**config.mk**
```make
export PLATFORM = sky130hd
export DESIGN_NAME = bbf_host
export DESIGN_NICKNAME = d
export VERILOG_FILES = /design/src/core/bbf_pkg.sv /design/src/core/bbf_host.sv /design/src/core/bbf_sync.sv
export SDC_FILE = /design/constraint.sdc
export NUM_CORES = 1
export LEC_CHECK = 0
export BUFFER_PORTS_ARGS = -buffer_cell sky130_fd_sc_hd__buf_2
export CAP_MARGIN = 20
export CORE_ASPECT_RATIO = 0.5
export CORE_UTILIZATION = 55
export CTS_CLUSTER_DIAMETER = 120
export CTS_CLUSTER_SIZE = 25
export DETAILED_ROUTE_END_ITERATION = 8
export PLACE_DENSITY = 0.82
export SKIP_CTS_REPAIR_TIMING = 1
export SYNTH_ARGS = -nofsm -noshare
export SYNTH_HDL_FRONTEND = slang
export SYNTH_SLANG_ARGS = --single-unit
```
**constraint.sdc**
```tcl
create_clock -name SYS_CLK -period 2.92 [get_ports SYS_CLK]
set_input_delay 0.438 -clock SYS_CLK [delete_from_list [all_inputs] [get_ports SYS_CLK]]
set_output_delay 0.438 -clock SYS_CLK [all_outputs]
set_load 0.005 [all_outputs]
```
**src/core/bbf_pkg.sv**
```systemverilog
// bbf_pkg: constants for the boot block flash host controller
// assumes a 100 MHz SYS_CLK and an asynchronous-strobe byte-wide flash
package bbf_pkg;
	// ------------------------------------------------------------
	// geometry
	// ------------------------------------------------------------
	localparam int ADDR_W = 20;
	localparam int DATA_W = 8;
	localparam int BLOCK_CNT = 23;
	localparam int SMALL_BLOCKS = 8;
	localparam int SMALL_SHIFT = 13;
	localparam int MAIN_SHIFT = 16;
	localparam int BLK_W = 5;
	// ------------------------------------------------------------
	// timing
	// ------------------------------------------------------------
	localparam int CLK_PERIOD_NS = 10;
	localparam int STROBE_NS = 100;
	localparam int STROBE_CYC = (STROBE_NS + CLK_PERIOD_NS - 1) / CLK_PERIOD_NS;
	localparam int RESET_LOW_NS = 100;
	localparam int RESET_LOW_CYC = (RESET_LOW_NS + CLK_PERIOD_NS - 1) / CLK_PERIOD_NS;
	localparam int RESET_TO_OUTPUT_NS = 150;
	localparam int RESET_TO_OUTPUT_CYC =
		(RESET_TO_OUTPUT_NS + CLK_PERIOD_NS - 1) / CLK_PERIOD_NS;
	localparam int RESET_TO_WRITE_NS = 150;
	localparam int RESET_TO_WRITE_CYC =
		(RESET_TO_WRITE_NS + CLK_PERIOD_NS - 1) / CLK_PERIOD_NS;
	localparam int CNT_W = 8;
	// ------------------------------------------------------------
	// user operations and sequencer states
	// ------------------------------------------------------------
	localparam logic [1:0] OP_READ = 2'h0;
	localparam logic [1:0] OP_WRITE = 2'h1;
	localparam logic [1:0] OP_RESET = 2'h2;
	localparam logic [1:0] OP_MERGE = 2'h3;
	typedef enum logic [4:0] {
		ST_BOOT = 5'h01,
		ST_IDLE = 5'h02,
		ST_READ = 5'h04,
		ST_WRITE = 5'h08,
		ST_RESET = 5'h10
	} bbf_state_t;
endpackage

```
**src/core/bbf_host.sv**
```systemverilog
// bbf_host: host-side strobe sequencer for a byte-wide boot block flash
// assumes the flash pins are wired directly; the data bus is resolved outside
`timescale 1ns/1ps
module bbf_host (
	input wire logic SYS_CLK,
	input wire logic ARST_N,
	input wire logic REQ_VALID,
	input wire logic [1:0] REQ_OP,
	input wire logic [bbf_pkg::ADDR_W-1:0] REQ_ADDR,
	input wire logic [bbf_pkg::DATA_W-1:0] REQ_DATA,
	input wire logic REQ_PROTECT_BOOT,
	output logic REQ_READY,
	output logic RSP_VALID,
	output logic [bbf_pkg::DATA_W-1:0] RSP_DATA,
	output logic [bbf_pkg::BLK_W-1:0] RSP_BLOCK,
	output logic [bbf_pkg::ADDR_W-1:0] FL_ADDR,
	input wire logic [bbf_pkg::DATA_W-1:0] FL_DQ_I,
	output logic [bbf_pkg::DATA_W-1:0] FL_DQ_O,
	output logic FL_DQ_OE,
	output logic FL_CE_N,
	output logic FL_OE_N,
	output logic FL_WE_N,
	output logic FL_WP_N,
	output logic FL_RESET_POWERDOWN_N
);
	// ------------------------------------------------------------
	// state
	// ------------------------------------------------------------
	bbf_pkg::bbf_state_t state_q;
	logic [bbf_pkg::CNT_W-1:0] cnt_q;
	logic [bbf_pkg::CNT_W-1:0] wake_q;
	logic [bbf_pkg::DATA_W-1:0] dq_sync;
	logic [bbf_pkg::DATA_W-1:0] old_q;
	logic [bbf_pkg::BLK_W-1:0] blk_d;
	logic take_d;
	bbf_sync #(
		.W(bbf_pkg::DATA_W)
	) u_dq_sync (
		.clk(SYS_CLK),
		.arst_n(ARST_N),
		.din(FL_DQ_I),
		.dout(dq_sync)
	);
	// ------------------------------------------------------------
	// block map, bottom boot
	// ------------------------------------------------------------
	always_comb begin
		if (REQ_ADDR[bbf_pkg::ADDR_W-1:bbf_pkg::MAIN_SHIFT] == '0) begin
			blk_d = bbf_pkg::BLK_W'(REQ_ADDR[bbf_pkg::MAIN_SHIFT-1:bbf_pkg::SMALL_SHIFT]);
		end else begin
			blk_d = bbf_pkg::BLK_W'(REQ_ADDR[bbf_pkg::ADDR_W-1:bbf_pkg::MAIN_SHIFT])
				+ bbf_pkg::BLK_W'(bbf_pkg::SMALL_BLOCKS - 1);
		end
	end
	// ------------------------------------------------------------
	// request take
	// ------------------------------------------------------------
	always_comb begin
		take_d = state_q == bbf_pkg::ST_IDLE && REQ_VALID && REQ_READY;
	end
	// ------------------------------------------------------------
	// sequencer
	// ------------------------------------------------------------
	always_ff @(posedge SYS_CLK or negedge ARST_N) begin
		if (!ARST_N) begin
			state_q <= bbf_pkg::ST_BOOT;
			cnt_q <= '0;
		end else begin
			unique case (state_q)
				bbf_pkg::ST_BOOT: begin
					if (cnt_q == bbf_pkg::CNT_W'(bbf_pkg::RESET_LOW_CYC - 1)) begin
						state_q <= bbf_pkg::ST_IDLE;
						cnt_q <= '0;
					end else begin
						cnt_q <= cnt_q + 1'b1;
					end
				end
				bbf_pkg::ST_IDLE: begin
					cnt_q <= '0;
					if (take_d) begin
						unique case (REQ_OP)
							bbf_pkg::OP_READ: state_q <= bbf_pkg::ST_READ;
							bbf_pkg::OP_RESET: state_q <= bbf_pkg::ST_RESET;
							bbf_pkg::OP_WRITE: state_q <= bbf_pkg::ST_WRITE;
							bbf_pkg::OP_MERGE: state_q <= bbf_pkg::ST_WRITE;
						endcase
					end
				end
				bbf_pkg::ST_RESET: begin
					if (cnt_q == bbf_pkg::CNT_W'(bbf_pkg::RESET_LOW_CYC - 1)) begin
						state_q <= bbf_pkg::ST_IDLE;
						cnt_q <= '0;
					end else begin
						cnt_q <= cnt_q + 1'b1;
					end
				end
				bbf_pkg::ST_READ: begin
					// window closes once the synchronised byte is captured
					if (cnt_q == bbf_pkg::CNT_W'(bbf_pkg::STROBE_CYC + 3)) begin
						state_q <= bbf_pkg::ST_IDLE;
						cnt_q <= '0;
					end else begin
						cnt_q <= cnt_q + 1'b1;
					end
				end
				bbf_pkg::ST_WRITE: begin
					// slot covers strobe, data hold and bus turnaround
					if (cnt_q == bbf_pkg::CNT_W'(bbf_pkg::STROBE_CYC + 3)) begin
						state_q <= bbf_pkg::ST_IDLE;
						cnt_q <= '0;
					end else begin
						cnt_q <= cnt_q + 1'b1;
					end
				end
				default: begin
					// illegal one-hot code falls back to idle
					state_q <= bbf_pkg::ST_IDLE;
					cnt_q <= '0;
				end
			endcase
		end
	end
	// wake counter after reset release
	always_ff @(posedge SYS_CLK or negedge ARST_N) begin
		if (!ARST_N) begin
			wake_q <= '0;
		end else if (state_q == bbf_pkg::ST_BOOT || state_q == bbf_pkg::ST_RESET) begin
			wake_q <= bbf_pkg::CNT_W'(bbf_pkg::RESET_TO_WRITE_CYC);
		end else if (wake_q != '0) begin
			wake_q <= wake_q - 1'b1;
		end
	end
	// ------------------------------------------------------------
	// pins
	// ------------------------------------------------------------
	always_ff @(posedge SYS_CLK or negedge ARST_N) begin
		if (!ARST_N) begin
			FL_RESET_POWERDOWN_N <= 1'b0;
			FL_CE_N <= 1'b1;
			FL_OE_N <= 1'b1;
			FL_WE_N <= 1'b1;
			FL_DQ_OE <= 1'b0;
			FL_DQ_O <= '0;
			FL_ADDR <= '0;
			FL_WP_N <= 1'b0;
		end else begin
			FL_RESET_POWERDOWN_N <= !(state_q == bbf_pkg::ST_BOOT
				|| state_q == bbf_pkg::ST_RESET);
			FL_WP_N <= !REQ_PROTECT_BOOT;
			if (take_d) begin
				FL_ADDR <= REQ_ADDR;
				FL_CE_N <= REQ_OP == bbf_pkg::OP_RESET;
				// merge keeps zeros already programmed as ones
				FL_DQ_O <= (REQ_OP == bbf_pkg::OP_MERGE) ? (REQ_DATA | ~old_q) : REQ_DATA;
			end else if (state_q == bbf_pkg::ST_READ) begin
				FL_OE_N <= !(cnt_q < bbf_pkg::CNT_W'(bbf_pkg::STROBE_CYC + 3));
			end else if (state_q == bbf_pkg::ST_WRITE) begin
				FL_DQ_OE <= cnt_q < bbf_pkg::CNT_W'(bbf_pkg::STROBE_CYC + 1);
				FL_WE_N <= !(cnt_q < bbf_pkg::CNT_W'(bbf_pkg::STROBE_CYC));
			end else begin
				FL_CE_N <= 1'b1;
				FL_OE_N <= 1'b1;
				FL_WE_N <= 1'b1;
				FL_DQ_OE <= 1'b0;
			end
		end
	end
	// ------------------------------------------------------------
	// user answers
	// ------------------------------------------------------------
	always_ff @(posedge SYS_CLK or negedge ARST_N) begin
		if (!ARST_N) begin
			REQ_READY <= 1'b0;
			RSP_VALID <= 1'b0;
			RSP_DATA <= '0;
			RSP_BLOCK <= '0;
			old_q <= 8'hFF;
		end else begin
			REQ_READY <= state_q == bbf_pkg::ST_IDLE && wake_q <= 8'h01 && !REQ_VALID;
			RSP_VALID <= 1'b0;
			if (take_d) begin
				RSP_BLOCK <= blk_d;
			end
			if (state_q == bbf_pkg::ST_READ
				&& cnt_q == bbf_pkg::CNT_W'(bbf_pkg::STROBE_CYC + 3)) begin
				RSP_DATA <= dq_sync;
				old_q <= dq_sync;
				RSP_VALID <= 1'b1;
			end
			if ((state_q == bbf_pkg::ST_WRITE || state_q == bbf_pkg::ST_RESET)
				&& cnt_q == '0) begin
				RSP_VALID <= state_q == bbf_pkg::ST_WRITE;
			end
		end
	end
endmodule

```
**src/core/bbf_sync.sv**
```systemverilog
// bbf_sync: three-stage synchroniser with agreement filter
// assumes input is asynchronous to clk
`timescale 1ns/1ps
module bbf_sync #(
	parameter int W = 8
) (
	input wire logic clk,
	input wire logic arst_n,
	input wire logic [W-1:0] din,
	output logic [W-1:0] dout
);
	logic [W-1:0] s1_q;
	logic [W-1:0] s2_q;
	logic [W-1:0] s3_q;
	always_ff @(posedge clk or negedge arst_n) begin
		if (!arst_n) begin
			s1_q <= '0;
			s2_q <= '0;
			s3_q <= '0;
		end else begin
			s1_q <= din;
			s2_q <= s1_q;
			s3_q <= s2_q;
		end
	end
	// change counts once stages two and three agree
	always_ff @(posedge clk or negedge arst_n) begin
		if (!arst_n) begin
			dout <= '0;
		end else begin
			for (int i = 0; i < W; i++) begin
				if (s2_q[i] == s3_q[i]) begin
					dout[i] <= s2_q[i];
				end
			end
		end
	end
endmodule

```
==> results.sh <==
export IMPL_period_minus_slack_ns=1.886
export IMPL_ys_seq_area_share_pct=62.65
export IMPL_cap_viol_max_count=0
export IMPL_p_sw_share_pct=28.87
export IMPL_p_total_mw=3.933
export IMPL_hpwlAfterDp_mm=5.820
export IMPL_cp_num_buf_inv=1
export IMPL_largest_reg_flops=20
export IMPL_numPortBuffers=90
export IMPL_fmax_ghz=0.5303
export IMPL_dp_slack_ns=1.056
export IMPL_clock_root_buffer="clkbuf_16"
export IMPL_yosysTopAreaCell="dfrtp_1"
export IMPL_clk_latency_ns=0.34
export IMPL_syn_avg_cell_area_um2=11.69
export IMPL_ir_worst_vdd_v=0.0004008
export IMPL_ys_types=55
export IMPL_status="finished, final reports clean"
export IMPL_drv_slew=0
export IMPL_ys_ff_latch=110
export IMPL_synth_fp_nets=429
export IMPL_routed_wl_mm=8.280
export IMPL_power_internal_mw=2.797
export IMPL_dp_cells=569
export IMPL_drive_above_1_share_pct=31.45
export IMPL_arrival_ns=2.11
export IMPL_path_delay_family="simple AND/OR/NAND/NOR gates"
export IMPL_synth_edf_count=0
export IMPL_setup_viol=0
export IMPL_initial_utilization_pct=58.58
export IMPL_path_depth=6
export IMPL_ys_flop_type="dfrtp_1"
export IMPL_reg2reg_depth=6
export IMPL_largest_register="FL_ADDR"
export IMPL_syn_to_final_growth_pct=19.48
export IMPL_worst_setup_path_start_kind="flip-flop"
export IMPL_p_comb_share_pct=18.6
export IMPL_rsz0062_at_grt="false"
export IMPL_htree_levels=3
export IMPL_cts_buffer_depth=2
export IMPL_slowest_stage="or3b_2"
export IMPL_max_stage_delay_ns=0.51
export IMPL_finClkSkew_ns=0.009657
export IMPL_synth_area_leaders="dfrtp_1, dfstp_2, nand2_1, mux2_4, ha_1"
export IMPL_yosysWarnings=0
export IMPL_hold_viol_final=0
export IMPL_grt_pass1_vias=2970
export IMPL_wl_per_cell_um=14.15
export IMPL_leakagePower_nw=2.547
export IMPL_cts_buffers_inserted=9
export IMPL_fin_cells=585
export IMPL_netlist_area_mm2=0.004418
export IMPL_yosys_top_cells_count="dfrtp_1, nand2_1, nor2_1"
export IMPL_final_nets=523
export IMPL_worstSetupPathType="flip-flop to flip-flop"
export IMPL_rr_endpoint="wake_q[0]$_DFFE_PN0P_"
export IMPL_antenna_found_initial=0
export IMPL_ios=91
export IMPL_tns_ns=0
export IMPL_core_mm2=0.007542
export IMPL_vias=3035
export IMPL_hold_path_class="primary input to asynchronous set/reset pin"
export IMPL_grt_max_degree=65
export IMPL_drcViolationCount=0
export IMPL_clock_power_share_pct=30.0
export IMPL_numClockSinks=110
export IMPL_cts_tree="yes"
export IMPL_reg2reg_from="wake_q[0]$_DFFE_PN0P_"
export IMPL_dr_pass1_iters=4
export IMPL_fin_crit_sh_pct=64.58
export IMPL_maxSlewHeadroom_pct=56.24
export IMPL_vias_per_cell=5.188
export IMPL_end_kind="flip-flop"
export IMPL_pwr_share_seq_pct=51.4
export IMPL_cp_data_required_time_ns=3.15
export IMPL_whs_ns=0.08924
export IMPL_rows=22
export IMPL_antenna_cells=0
export IMPL_chipHeight_um=65.38
export IMPL_drt_initial_drc_count=206
export IMPL_clk_pin_slew_ns=0.07
export IMPL_synth_most_common_cell="dfrtp_1"
export IMPL_grt_pass1_wl_mm=14.01
export IMPL_antenna_left=0
export IMPL_overflow=0
export IMPL_worstPathCellList="inv_1 -> ha_1 -> or3b_2 -> nor2_1 -> xnor2_1 -> nand2_1"
export IMPL_synthArstFlopShare_pct=100.0
export IMPL_die_area_mm2=0.008417
export IMPL_die_x_um=128.8
export IMPL_grtUsageTotal_pct=22.00
export IMPL_power_density_mw_per_mm2=745.0
export IMPL_place_gp_congestion=0.8182
export IMPL_worstMarginPinSlew_ns=0.6564
export IMPL_postSynthCellCount=378
export IMPL_path_max_fanout=6
export IMPL_setup_slack_ns=1.034
export IMPL_p_switching_mw=1.135
export IMPL_synth_top_cell_area_share_pct=55.51
export IMPL_r2r_slack_ns=1.03
logic make-up (layout without fill, tap and decap cells):
kind of cell	Yosys count	in the layout	synth area share, %
flops	110	110	62.65
fa+ha+maj	17	17	4.361
xor+xnor	10	10	1.982
simple gates	137	137	15.07
buf+inv	32	131	3.144
mux	18	18	5.296
compound gates	54	54	7.505
worst max-delay path by stage:
stage	start	endpoint	slack, ns
4_1_cts	state_q[1]$_DFFE_PN0P_	RSP_BLOCK[2]$_DFFE_PN0P_	1.05
6_report	wake_q[0]$_DFFE_PN0P_	wake_q[0]$_DFFE_PN0P_	1.03
2_1_floorplan	cnt_q[5]$_DFF_PN0_	RSP_DATA[0]$_DFFE_PN0P_	1.14
3_5_place_dp	wake_q[0]$_DFFE_PN0P_	wake_q[0]$_DFFE_PN0P_	1.06
3_3_place_gp	wake_q[0]$_DFFE_PN0P_	wake_q[6]$_DFFE_PN0P_	1.13
5_1_grt	state_q[1]$_DFFE_PN0P_	RSP_BLOCK[2]$_DFFE_PN0P_	0.88
metrics by stage:
| step | utilization [%] | area (um2) |
|---|---|---|
| floorplan | - | 4418 |
| global placement | 66.09 | 4985 |
| detailed placement | 66.09 | 4985 |
| CTS | 69.99 | 5279 |
| global route | 69.99 | 5279 |
| finish | 69.99 | 5279 |
per-layer routing:
metal	part of all wire, %	GRT usage (%)	wire length [um]
met1	47	29.88	3898
met2	46	35.00	3843
met3	5.3	5.537	438
met4	1.2	7.353	99
met5	0	0	0
final cells by class:
class | instances | area (um2)
fillers | 570 | 2263
multi-input cells | 236 | 1511
well taps | 108 | 135.1
flip-flops and latches | 110 | 2768
clock buffers | 10 | 239.0
repair buffers | 93 | 488.0
clock inverters | 6 | 55.05
inverters | 22 | 82.58
layout by cell type (no fill, tap or decap), types with 3 or more instances in the layout:
| cell type | instances |
|---|---|
| nand4_1 | 3 |
| inv_1 | 21 |
| nor3_1 | 4 |
| buf_4 | 3 |
| o211ai_1 | 3 |
| o21ai_1 | 8 |
| mux2_2 | 7 |
| xnor2_1 | 5 |
| nand3_1 | 4 |
| xor2_1 | 5 |
| nor2_1 | 25 |
| buf_2 | 89 |
| nand2_1 | 75 |
| o21ai_0 | 15 |
| mux2_4 | 9 |
| dfrtp_1 | 98 |
| ha_1 | 9 |
| clkbuf_16 | 9 |
| a21oi_1 | 16 |
| inv_6 | 3 |
| maj3_1 | 8 |
| dfstp_2 | 12 |
power by group through the flow:
stage / sequential (mW) / clock [mW] / combinational [mW]
6_report: 2.02 / 1.18 / 0.730
5_1_grt: 2.06 / 1.28 / 0.850
4_1_cts: 2.02 / 1.21 / 0.744
3_5_place_dp: 2.04 / 0 / 0.741
3_3_place_gp: 2.03 / 0 / 0.713
2_1_floorplan: 2.04 / 0 / 0.356
Note: power is estimated with default switching activity, not from simulation.
